--- config.mk ---
export PLATFORM = sky130hd
export DESIGN_NAME = instruction_fetch_bus_master
export DESIGN_NICKNAME = d
export VERILOG_FILES = /design/src/verilog/fetch_pkg.sv /design/src/verilog/instruction_fetch_bus_master.sv
export SDC_FILE = /design/constraint.sdc
export NUM_CORES = 1
export LEC_CHECK = 0
export ABC_AREA = 1
export BUFFER_PORTS_ARGS = -buffer_cell sky130_fd_sc_hd__buf_2
export CAP_MARGIN = 20
export CORE_MARGIN = 10
export CORE_UTILIZATION = 55
export DETAILED_ROUTE_END_ITERATION = 10
export HOLD_SLACK_MARGIN = 0.1
export PLACE_DENSITY = 0.76
export SYNTH_ARGS = -nofsm -noshare
export SYNTH_HDL_FRONTEND = slang
export SYNTH_SLANG_ARGS = --single-unit
--- constraint.sdc ---
create_clock -name clk -period 1.93 [get_ports clk]
set_input_delay 0.193 -clock clk [delete_from_list [all_inputs] [get_ports clk]]
set_output_delay 0.193 -clock clk [all_outputs]
set_load 0.01 [all_outputs]
--- src/verilog/fetch_pkg.sv ---
// Constants and carriers for the instruction fetch bus master.
// Assumes one clock shared by the core and the local bus.
// Function
// - Cacheable output low for non-cacheable, high for cacheable; held until after ack.
// - Non-cacheable line is four words if size bit 0, eight if 1.
// - Non-cacheable lines stay in fill buffer only, served until reused.
// - Cacheable fetches use eight-word lines, served from buffer while arriving.
// - Complete cacheable line copied to cache unless fetch-without-allocate set.
// - Cacheable lines fetched by cache-block-touch always copied into the cache.
// - User attribute output reflects target memory; held until after ack.
// - After abort, request drops next cycle and stays low one cycle.
// - Two-bit priority 00 lowest to 11 highest, held until after ack.
// - Priority comes from configuration field resetting to binary 11.
// - Address ack lasts one cycle; next cycle request and ack low.
// - At most two outstanding; next request after request low one cycle.
// - Third request no earlier than two cycles after first's final ack.
// - 32-bit slave word duplicated, half picked by position; 64-bit gives both.
// - Read ack one-cycle pulse per transfer; data captured only then.
// - Transfers: 32-bit 4, 8, 8; 64-bit 2, 4, 4.
// - Line size code 01 for four words, 10 for eight words.
// - Address is a word address; slave aligns line by upper bits.
package fetch_pkg;
  localparam int ADDR_W = 30;
  localparam int WORD_W = 32;
  localparam int LINE_WORDS = 8;
  localparam logic [1:0] SIZE_FOUR = 2'b01;
  localparam logic [1:0] SIZE_EIGHT = 2'b10;
  localparam logic [1:0] IPP_RESET = 2'b11;
  // Transfers per line minus one
  localparam logic [2:0] LAST_FOUR_32 = 3'h3;
  localparam logic [2:0] LAST_EIGHT_32 = 3'h7;
  localparam logic [2:0] LAST_FOUR_64 = 3'h1;
  localparam logic [2:0] LAST_EIGHT_64 = 3'h3;
  localparam logic [1:0] MAX_OUT = 2'h2;

  typedef struct packed {
    logic [ADDR_W-1:0] addr;
    logic cacheable;
    logic user_attr;
    logic touch;
  } fetch_cmd_t;

  typedef struct packed {
    logic noncache_line_size_sel;
    logic fetch_without_allocate;
    logic [1:0] ifetch_priority_field;
  } core_cfg_t;

  localparam core_cfg_t CFG_RESET = '{1'b0, 1'b0, IPP_RESET};

  typedef struct packed {
    logic vld;
    logic [ADDR_W-1:0] addr;
    logic eight;
    logic cacheable;
    logic touch;
    logic wide;
  } out_entry_t;

  typedef enum {ST_IDLE, ST_REQ} req_state_t;
endpackage

--- src/verilog/instruction_fetch_bus_master.sv ---
// Instruction fetch bus master: request port, two-deep outstanding queue, fill buffer.
// Assumes the slave shares clk and keeps its side of the fetch protocol.
`timescale 1ns/100ps
`default_nettype none
module instruction_fetch_bus_master
  import fetch_pkg::*;
(
  input wire logic clk,
  input wire logic rst_b,
  input wire logic cfg_wr,
  input wire core_cfg_t cfg_in,
  input wire logic cmd_valid,
  input wire fetch_cmd_t cmd,
  output logic cmd_ready,
  input wire logic cmd_cancel,
  input wire logic [ADDR_W-1:0] lookup_addr,
  output logic lookup_hit,
  output logic [WORD_W-1:0] lookup_word,
  output logic cache_fill_valid,
  output logic [ADDR_W-4:0] cache_fill_addr,
  output logic [LINE_WORDS*WORD_W-1:0] cache_fill_line,
  output logic fetch_req,
  output logic [ADDR_W-1:0] fetch_word_addr,
  output logic [1:0] fetch_line_size,
  output logic fetch_cacheable,
  output logic fetch_user_attr,
  output logic [1:0] fetch_priority,
  output logic fetch_abort,
  input wire logic fetch_addr_ack,
  input wire logic slave_width_64,
  input wire logic fetch_rd_ack,
  input wire logic [2*WORD_W-1:0] fetch_rd_data,
  input wire logic [2:0] fetch_rd_word_pos
);

  core_cfg_t cfg_reg, cfg_next;
  req_state_t state_reg, state_next;
  logic req_reg, req_next;
  logic [ADDR_W-1:0] addr_reg, addr_next;
  logic [1:0] size_reg, size_next;
  logic cach_reg, cach_next;
  logic attr_reg, attr_next;
  logic touch_reg, touch_next;
  logic [1:0] prio_reg, prio_next;
  out_entry_t q0_reg, q0_next, q1_reg, q1_next;
  logic [2:0] beat_reg, beat_next;
  logic [1:0] out_cnt;
  logic push, pop, first_beat, beat_now;
  logic [2:0] last_idx, wr_idx;
  logic [ADDR_W-1:0] fb_addr_reg, fb_addr_next;
  logic fb_eight_reg, fb_eight_next;
  logic [WORD_W-1:0] fb_word_reg [LINE_WORDS];
  logic [WORD_W-1:0] fb_word_next [LINE_WORDS];
  logic [LINE_WORDS-1:0] fb_vld_reg, fb_vld_next;
  logic [LINE_WORDS*WORD_W-1:0] line_now;
  logic hit_reg, hit_next;
  logic [WORD_W-1:0] hword_reg, hword_next;
  logic fill_v_reg, fill_v_next;
  logic [ADDR_W-4:0] fill_a_reg, fill_a_next;
  logic [LINE_WORDS*WORD_W-1:0] fill_l_reg, fill_l_next;
  // Configuration shadow; priority field comes up at its highest level
  always_comb begin
    cfg_next = cfg_reg;
    if (cfg_wr) begin
      cfg_next = cfg_in;
    end
  end

  always_ff @(posedge clk or negedge rst_b) begin
    if (!rst_b) begin
      cfg_reg <= CFG_RESET;
    end else begin
      cfg_reg <= cfg_next;
    end
  end

  assign out_cnt = {1'b0, q0_reg.vld} + {1'b0, q1_reg.vld};
  // issue spacing
  // Queue frees a slot only the cycle after the final beat, so a third request
  // can show at the earliest two cycles after it.
  assign cmd_ready = (state_reg == ST_IDLE) && (out_cnt < MAX_OUT);
  assign fetch_abort = req_reg & cmd_cancel;
  assign push = req_reg & fetch_addr_ack & ~fetch_abort;

  always_comb begin
    state_next = state_reg;
    req_next = req_reg;
    addr_next = addr_reg;
    size_next = size_reg;
    cach_next = cach_reg;
    attr_next = attr_reg;
    touch_next = touch_reg;
    prio_next = prio_reg;
    case (state_reg)
      ST_IDLE: begin
        if (cmd_valid && cmd_ready) begin
          state_next = ST_REQ;
          req_next = 1'b1;
          addr_next = cmd.addr;
          cach_next = cmd.cacheable;
          attr_next = cmd.user_attr;
          touch_next = cmd.touch;
          prio_next = cfg_reg.ifetch_priority_field;
          if (cmd.cacheable || cfg_reg.noncache_line_size_sel) begin
            size_next = SIZE_EIGHT;
          end else begin
            size_next = SIZE_FOUR;
          end
        end
      end
      ST_REQ: begin
        // request drops after ack or abort
        if (fetch_abort || fetch_addr_ack) begin
          state_next = ST_IDLE;
          req_next = 1'b0;
        end
      end
      default: begin
        state_next = ST_IDLE;
        req_next = 1'b0;
      end
    endcase
  end

  // attributes stay put from request until past ack
  always_ff @(posedge clk or negedge rst_b) begin
    if (!rst_b) begin
      state_reg <= ST_IDLE;
      req_reg <= 1'b0;
      addr_reg <= '0;
      size_reg <= SIZE_FOUR;
      cach_reg <= 1'b0;
      attr_reg <= 1'b0;
      touch_reg <= 1'b0;
      prio_reg <= IPP_RESET;
    end else begin
      state_reg <= state_next;
      req_reg <= req_next;
      addr_reg <= addr_next;
      size_reg <= size_next;
      cach_reg <= cach_next;
      attr_reg <= attr_next;
      touch_reg <= touch_next;
      prio_reg <= prio_next;
    end
  end
  // word address out, low bits implied zero
  assign fetch_req = req_reg;
  assign fetch_word_addr = addr_reg;
  assign fetch_line_size = size_reg;
  assign fetch_cacheable = cach_reg;
  assign fetch_user_attr = attr_reg;
  assign fetch_priority = prio_reg;

  always_comb begin
    case ({q0_reg.eight, q0_reg.wide})
      2'b00: last_idx = LAST_FOUR_32;
      2'b10: last_idx = LAST_EIGHT_32;
      2'b01: last_idx = LAST_FOUR_64;
      2'b11: last_idx = LAST_EIGHT_64;
      default: last_idx = LAST_EIGHT_32;
    endcase
  end

  // data valid only on read ack
  assign beat_now = fetch_rd_ack & q0_reg.vld;
  assign first_beat = beat_now & (beat_reg == 3'h0);
  assign pop = beat_now & (beat_reg == last_idx);

  // width sampled at ack, in-order queue
  always_comb begin
    q0_next = q0_reg;
    q1_next = q1_reg;
    beat_next = beat_reg;
    if (pop) begin
      q0_next = q1_reg;
      q1_next = '0;
      beat_next = 3'h0;
    end else if (beat_now) begin
      beat_next = beat_reg + 3'h1;
    end
    if (push) begin
      if (!q0_next.vld) begin
        q0_next = '{1'b1, addr_reg, size_reg == SIZE_EIGHT, cach_reg, touch_reg, slave_width_64};
      end else begin
        q1_next = '{1'b1, addr_reg, size_reg == SIZE_EIGHT, cach_reg, touch_reg, slave_width_64};
      end
    end
  end

  always_ff @(posedge clk or negedge rst_b) begin
    if (!rst_b) begin
      q0_reg <= '0;
      q1_reg <= '0;
      beat_reg <= 3'h0;
    end else begin
      q0_reg <= q0_next;
      q1_reg <= q1_next;
      beat_reg <= beat_next;
    end
  end

  // slot from word position; four-word lines use the address half
  assign wr_idx = {q0_reg.eight ? fetch_rd_word_pos[2] : q0_reg.addr[2],
                   fetch_rd_word_pos[1:0]};

  // fill buffer retagged on a new line's first beat
  always_comb begin
    fb_addr_next = fb_addr_reg;
    fb_eight_next = fb_eight_reg;
    if (first_beat) begin
      fb_addr_next = q0_reg.addr;
      fb_eight_next = q0_reg.eight;
    end
  end

  genvar gi;
  generate
    for (gi = 0; gi < LINE_WORDS; gi++) begin : g_slot
      logic wr;
      // wide slave fills a word pair per beat
      assign wr = beat_now & (q0_reg.wide ? (wr_idx[2:1] == 2'(gi / 2)) : (wr_idx == 3'(gi)));
      always_comb begin
        fb_word_next[gi] = fb_word_reg[gi];
        fb_vld_next[gi] = fb_vld_reg[gi] & ~first_beat;
        if (wr) begin
          // Even words ride the upper half of the read bus
          fb_word_next[gi] = (gi % 2 == 1) ? fetch_rd_data[WORD_W-1:0]
                                           : fetch_rd_data[2*WORD_W-1:WORD_W];
          fb_vld_next[gi] = 1'b1;
        end
      end
      always_ff @(posedge clk or negedge rst_b) begin
        if (!rst_b) begin
          fb_word_reg[gi] <= '0;
          fb_vld_reg[gi] <= 1'b0;
        end else begin
          fb_word_reg[gi] <= fb_word_next[gi];
          fb_vld_reg[gi] <= fb_vld_next[gi];
        end
      end
      assign line_now[gi*WORD_W +: WORD_W] = fb_word_next[gi];
    end
  endgenerate

  // hits served per word, while the line is still arriving
  always_comb begin
    hit_next = fb_vld_reg[lookup_addr[2:0]];
    if (fb_eight_reg) begin
      hit_next = hit_next & (lookup_addr[ADDR_W-1:3] == fb_addr_reg[ADDR_W-1:3]);
    end else begin
      hit_next = hit_next & (lookup_addr[ADDR_W-1:2] == fb_addr_reg[ADDR_W-1:2]);
    end
    hword_next = fb_word_reg[lookup_addr[2:0]];
  end

  // full cacheable line goes to the cache unless fetch_without_allocate is set and touch is clear
  // Non-cacheable lines never reach this port.
  always_comb begin
    fill_v_next = pop & q0_reg.cacheable & (~cfg_reg.fetch_without_allocate | q0_reg.touch);
    fill_a_next = fill_a_reg;
    fill_l_next = fill_l_reg;
    if (fill_v_next) begin
      fill_a_next = q0_reg.addr[ADDR_W-1:3];
      fill_l_next = line_now;
    end
  end

  always_ff @(posedge clk or negedge rst_b) begin
    if (!rst_b) begin
      fb_addr_reg <= '0;
      fb_eight_reg <= 1'b0;
      hit_reg <= 1'b0;
      hword_reg <= '0;
      fill_v_reg <= 1'b0;
      fill_a_reg <= '0;
      fill_l_reg <= '0;
    end else begin
      fb_addr_reg <= fb_addr_next;
      fb_eight_reg <= fb_eight_next;
      hit_reg <= hit_next;
      hword_reg <= hword_next;
      fill_v_reg <= fill_v_next;
      fill_a_reg <= fill_a_next;
      fill_l_reg <= fill_l_next;
    end
  end

  assign lookup_hit = hit_reg;
  assign lookup_word = hword_reg;
  assign cache_fill_valid = fill_v_reg;
  assign cache_fill_addr = fill_a_reg;
  assign cache_fill_line = fill_l_reg;

  a_attr_held: assert property (@(posedge clk) disable iff (!rst_b)
    fetch_req && !fetch_addr_ack && !fetch_abort |=>
      $stable(fetch_cacheable) && $stable(fetch_user_attr) && $stable(fetch_word_addr))
    else $error("attributes changed under request");

  a_prio_size_held: assert property (@(posedge clk) disable iff (!rst_b)
    fetch_req && !fetch_addr_ack && !fetch_abort |=>
      fetch_req && $stable(fetch_priority) && $stable(fetch_line_size))
    else $error("priority or size changed under request");

  a_prio_source: assert property (@(posedge clk) disable iff (!rst_b)
    $rose(fetch_req) |-> fetch_priority == $past(cfg_reg.ifetch_priority_field))
    else $error("priority not from configuration");

  a_line_size: assert property (@(posedge clk) disable iff (!rst_b)
    $rose(fetch_req) |-> fetch_line_size ==
      ((fetch_cacheable || $past(cfg_reg.noncache_line_size_sel)) ? SIZE_EIGHT : SIZE_FOUR))
    else $error("wrong line size");

  a_abort_drop: assert property (@(posedge clk) disable iff (!rst_b)
    fetch_abort |-> fetch_req ##1 !fetch_req)
    else $error("request not dropped after abort");

  a_ack_drop: assert property (@(posedge clk) disable iff (!rst_b)
    fetch_req && fetch_addr_ack |=> !fetch_req)
    else $error("request not low after ack");

  a_out_limit: assert property (@(posedge clk) disable iff (!rst_b)
    fetch_req |-> out_cnt < MAX_OUT)
    else $error("third outstanding request");

  a_third_gap: assert property (@(posedge clk) disable iff (!rst_b)
    pop && q1_reg.vld |-> !fetch_req ##1 !fetch_req)
    else $error("third request too early");

  a_fill_alloc: assert property (@(posedge clk) disable iff (!rst_b)
    pop |=> cache_fill_valid == ($past(q0_reg.cacheable) &&
      (!$past(cfg_reg.fetch_without_allocate) || $past(q0_reg.touch))))
    else $error("cache fill decision wrong");

endmodule
`default_nettype wire

==> impl_metrics.prom <==
# TYPE chip_impl_metric gauge
chip_impl_metric{name="postLayoutSetupSlackWorst",unit="ns"} 0.0283
chip_impl_metric{name="final_hold_violations",unit=""} 0
chip_impl_metric{name="numCtsBuffers",unit=""} 75
chip_impl_metric{name="grt_pass1_vias",unit=""} 26300
chip_impl_info{name="yosysTopAreaCell",value="dfrtp_1"} 1
chip_impl_metric{name="start_util",unit="%"} 55.4
chip_impl_info{name="synth-main-ff-cell",value="dfrtp_1"} 1
chip_impl_metric{name="layout.core_utilization",unit="%"} 69.6
chip_impl_metric{name="io_pins",unit=""} 498
chip_impl_metric{name="detailedPlacementHpwl",unit="mm"} 63.9
chip_impl_metric{name="p_leak",unit="nW"} 20.5
chip_impl_metric{name="port-buffer-count",unit=""} 497
chip_impl_metric{name="worstPathBufferInverterCount",unit=""} 3
chip_impl_info{name="cts_root_buffer",value="clkbuf_16"} 1
chip_impl_metric{name="ys.warnings.count",unit=""} 0
chip_impl_info{name="crit_path_end_kind",value="primary output"} 1
chip_impl_metric{name="drc",unit=""} 0
chip_impl_metric{name="final_cells",unit=""} 4883
chip_impl_info{name="most_instantiated_library_cell_after_synthesis",value="nand2_1"} 1
chip_impl_metric{name="die_height",unit="microns"} 253
chip_impl_info{name="critical-path-slowest-cell",value="dfrtp_2"} 1
chip_impl_metric{name="final_layout_size_suffix_gt1_share",unit="%"} 18.3
chip_impl_metric{name="syn_area_per_cell",unit="sq um"} 8.47
chip_impl_metric{name="clock_skew",unit="ns"} 0.0205
chip_impl_metric{name="final_net_count",unit=""} 4265
chip_impl_info{name="critical_path.cell_chain",value="buf_12, nand2_1, inv_1, nor2_1, buf_2"} 1
chip_impl_info{name="run_status",value="finished, final reports clean"} 1
chip_impl_info{name="leading_cell_types_by_total_area_after_synthesis",value="dfrtp_1 60%, nand2_1 20%, o21ai_0 7.2%"} 1
chip_impl_metric{name="avgRoutedWirePerCell",unit="microns"} 19.8
chip_impl_metric{name="report.final.slew_viol_count",unit=""} 0
chip_impl_metric{name="area_delta_synth_final",unit="%"} 25.6
chip_impl_info{name="hp-class",value="in2async"} 1
chip_impl_metric{name="achievable-frequency",unit="MHz"} 526
chip_impl_metric{name="floorplan.die_area",unit="sq um"} 63900
chip_impl_info{name="synth.cells.most_frequent",value="1552 x nand2_1, 716 x dfrtp_1, 428 x o21ai_0, 193 x inv_1, 151 x nor2_1"} 1
chip_impl_metric{name="cellPowerDensity",unit="nW/um^2"} 1460
chip_impl_metric{name="number_of_distinct_library_cell_variants_in_the_gate_level_netlist_after_synthesis",unit=""} 34
chip_impl_metric{name="grt_start_max_net_pins",unit=""} 127
chip_impl_metric{name="yosys_register_bits",unit=""} 721
chip_impl_metric{name="grt_remaining_overflow",unit=""} 0
chip_impl_metric{name="syn_area",unit="sq um"} 29800
chip_impl_metric{name="core_area",unit="sq um"} 53800
chip_impl_metric{name="max_cap_violations",unit=""} 0
chip_impl_metric{name="grt_pass1_wl",unit="mm"} 149
chip_impl_metric{name="period_share",unit="%"} 98.5
chip_impl_metric{name="timing.critical_path.slowest_cell_delay",unit="ns"} 0.44
chip_impl_metric{name="placement_row_count",unit=""} 85
chip_impl_metric{name="setup_viol_count_final",unit=""} 0
chip_impl_info{name="cts_tree",value="yes"} 1
chip_impl_metric{name="gr_util_all_layers",unit="%"} 29.6
chip_impl_metric{name="proportion_of_synthesized_flip_flops_having_asynchronous_set_or_reset",unit="%"} 100
chip_impl_metric{name="h-tree-depth",unit=""} 3
chip_impl_metric{name="placement.setup.worst_slack",unit="ns"} 0.0636
chip_impl_metric{name="synthCells",unit=""} 3520
chip_impl_metric{name="antenna_found_initial",unit=""} 7
chip_impl_metric{name="fin_worst_hold_slack",unit="ns"} 0.126
chip_impl_metric{name="first_pass_iters",unit=""} 6
chip_impl_metric{name="clk-insertion-delay-late",unit="ns"} 0.63
chip_impl_metric{name="worst_pin_slew",unit="ns"} 0.515
chip_impl_metric{name="synth_enable_flop_cells",unit=""} 0
chip_impl_metric{name="routed_wirelength",unit="mm"} 96.8
chip_impl_metric{name="die_w",unit="microns"} 253
chip_impl_metric{name="detailroute.via_count",unit=""} 26500
chip_impl_info{name="criticalPathCategory",value="reg2out"} 1
chip_impl_metric{name="slew_headroom",unit="%"} 65.6
chip_impl_metric{name="netlist.area_leader.share",unit="%"} 60.1
chip_impl_metric{name="timing.final.crit_period",unit="ns"} 1.90
chip_impl_metric{name="clk_pin_slew",unit="ns"} 0.06
chip_impl_metric{name="synth_nets",unit=""} 3664
chip_impl_metric{name="peakVddDrop",unit="V"} 0.000884
chip_impl_metric{name="worst_ep_arrival_time",unit="ns"} 1.71
chip_impl_info{name="rsz_0062_raised_after_global_routing",value="yes"} 1
chip_impl_metric{name="routabilityCongestion",unit=""} 0.874
chip_impl_metric{name="cp.required",unit="ns"} 1.74
chip_impl_metric{name="yosysSeqAreaShare",unit="%"} 60.5
chip_impl_metric{name="worst-path-max-fanout",unit=""} 18
chip_impl_metric{name="initial_drc_count",unit=""} 2238
chip_impl_metric{name="avgViaCountPerCell",unit=""} 5.42
chip_impl_metric{name="cts_buffer_depth",unit=""} 3
chip_impl_metric{name="cts_sinks",unit=""} 721
chip_impl_metric{name="ant_nets",unit=""} 0
chip_impl_metric{name="post-place-cells",unit=""} 4606
chip_impl_info{name="worstSetupStartpointType",value="register"} 1
chip_impl_info{name="critPathTopFamily",value="flip-flops"} 1
[worst reg2reg max path, delay by kind of cell (launching register included)]
kind                   cells  cell delay (ns)
flip-flops                 1             0.43
buffers and inverters      3             0.54
AND/OR/NAND/NOR            7             0.78
[kinds of logic after synthesis]
| kind of cell | synth area share (%) |
|---|---|
| buffers and inverters | 5.77 |
| DFF | 60.5 |
| AOI/OAI and AO/OA | 9.69 |
| and+or+nand+nor | 23.3 |
| adders and majority gates | 0.0839 |
| muxes | 0.0377 |
| xor gates and xnor gates | 0.646 |
[metrics by stage]
step	instance area, sq um	power [mW]	setup TNS (ns)
after floorplan	29800	32.5	0
final	37500	54.7	0
after CTS	37400	54.6	0
after detailed placement	33500	39.5	0
after global placement	33500	39.0	0
after global routing	37500	58.0	-0.266
[metal layers]
| metal | part of all wire [%] | global-route usage [%] |
|---|---|---|
| met5 | 0 | 0 |
| met3 | 8.9 | 6.73 |
| met2 | 48 | 48.6 |
| met1 | 39 | 37.5 |
| met4 | 3.5 | 11.7 |
[report_power, final]
part	switching (mW)	internal, mW
combinational	10.1	5.83
clock	6.11	8.57
sequential	3.48	20.7
[final timing paths]
path	from	end	slack [ns]	cells after the start
worst max-delay path	q0_reg[34]$_DFF_PN0_	cmd_ready	0.03	5
worst min-delay path	rst_b	cache_fill_addr[21]$_DFFE_PN0P_	0.13	2
worst max register to register	q0_reg[3]$_DFF_PN0_	cache_fill_line[13]$_DFFE_PN0P_	0.11	10
worst min register to register	cache_fill_line[161]$_DFFE_PN0P_	cache_fill_line[161]$_DFFE_PN0P_	0.47	2
max in group asynchronous	rst_b	fb_word_reg[185]$_DFF_PN0_	0.86	3
min in group clk	lookup_addr[13]	lookup_hit$_DFF_PN0_	0.13	8
[cell usage in the layout (no fill, tap or decap), types with 4 or more instances in the layout]
| master | synthesis | layout |
|---|---|---|
| xnor2_1 | 7 | 7 |
| nand4_1 | 33 | 33 |
| buf_12 | 0 | 33 |
| bufinv_16 | 0 | 6 |
| a21oi_1 | 35 | 35 |
| nand2_1 | 1552 | 1549 |
| nand2_2 | 3 | 4 |
| dfrtp_1 | 716 | 714 |
| clkinv_2 | 1 | 14 |
| xor2_1 | 15 | 15 |
| nand3_1 | 52 | 47 |
| diode_2 | 0 | 7 |
| inv_2 | 5 | 7 |
| clkbuf_16 | 0 | 79 |
| o21ai_0 | 428 | 427 |
| buf_4 | 13 | 69 |
| dlygate4sd3_1 | 0 | 131 |
| o21ai_1 | 62 | 63 |
| nor2_1 | 151 | 149 |
| nand3_4 | 0 | 4 |
| buf_2 | 93 | 494 |
| clkbuf_8 | 0 | 10 |
| dfstp_2 | 5 | 5 |
| inv_1 | 193 | 191 |
| clkbuf_1 | 97 | 17 |
| o22ai_1 | 33 | 33 |
| clkinv_4 | 0 | 4 |
[final cells by class]
| cell class | instances | area, sq um |
|---|---|---|
| flip-flops and latches | 721 | 18100 |
| fillers | 4113 | 16300 |
| multi-input cells | 2387 | 10100 |
| repair buffers | 735 | 5120 |
| clock buffers | 104 | 2130 |
| well taps | 696 | 871 |
| inverters | 201 | 769 |
| clock inverters | 32 | 367 |
| diodes | 7 | 17.5 |
[repair_timing]
action	CTS	global route
gates cloned	0	2
setup buffers	0	1
endpoints found under the hold margin	1205	0
hold buffers	131	0
endpoints found under the setup margin	1	204
resized for setup	3	11
Power figures use the tool's default switching activity.
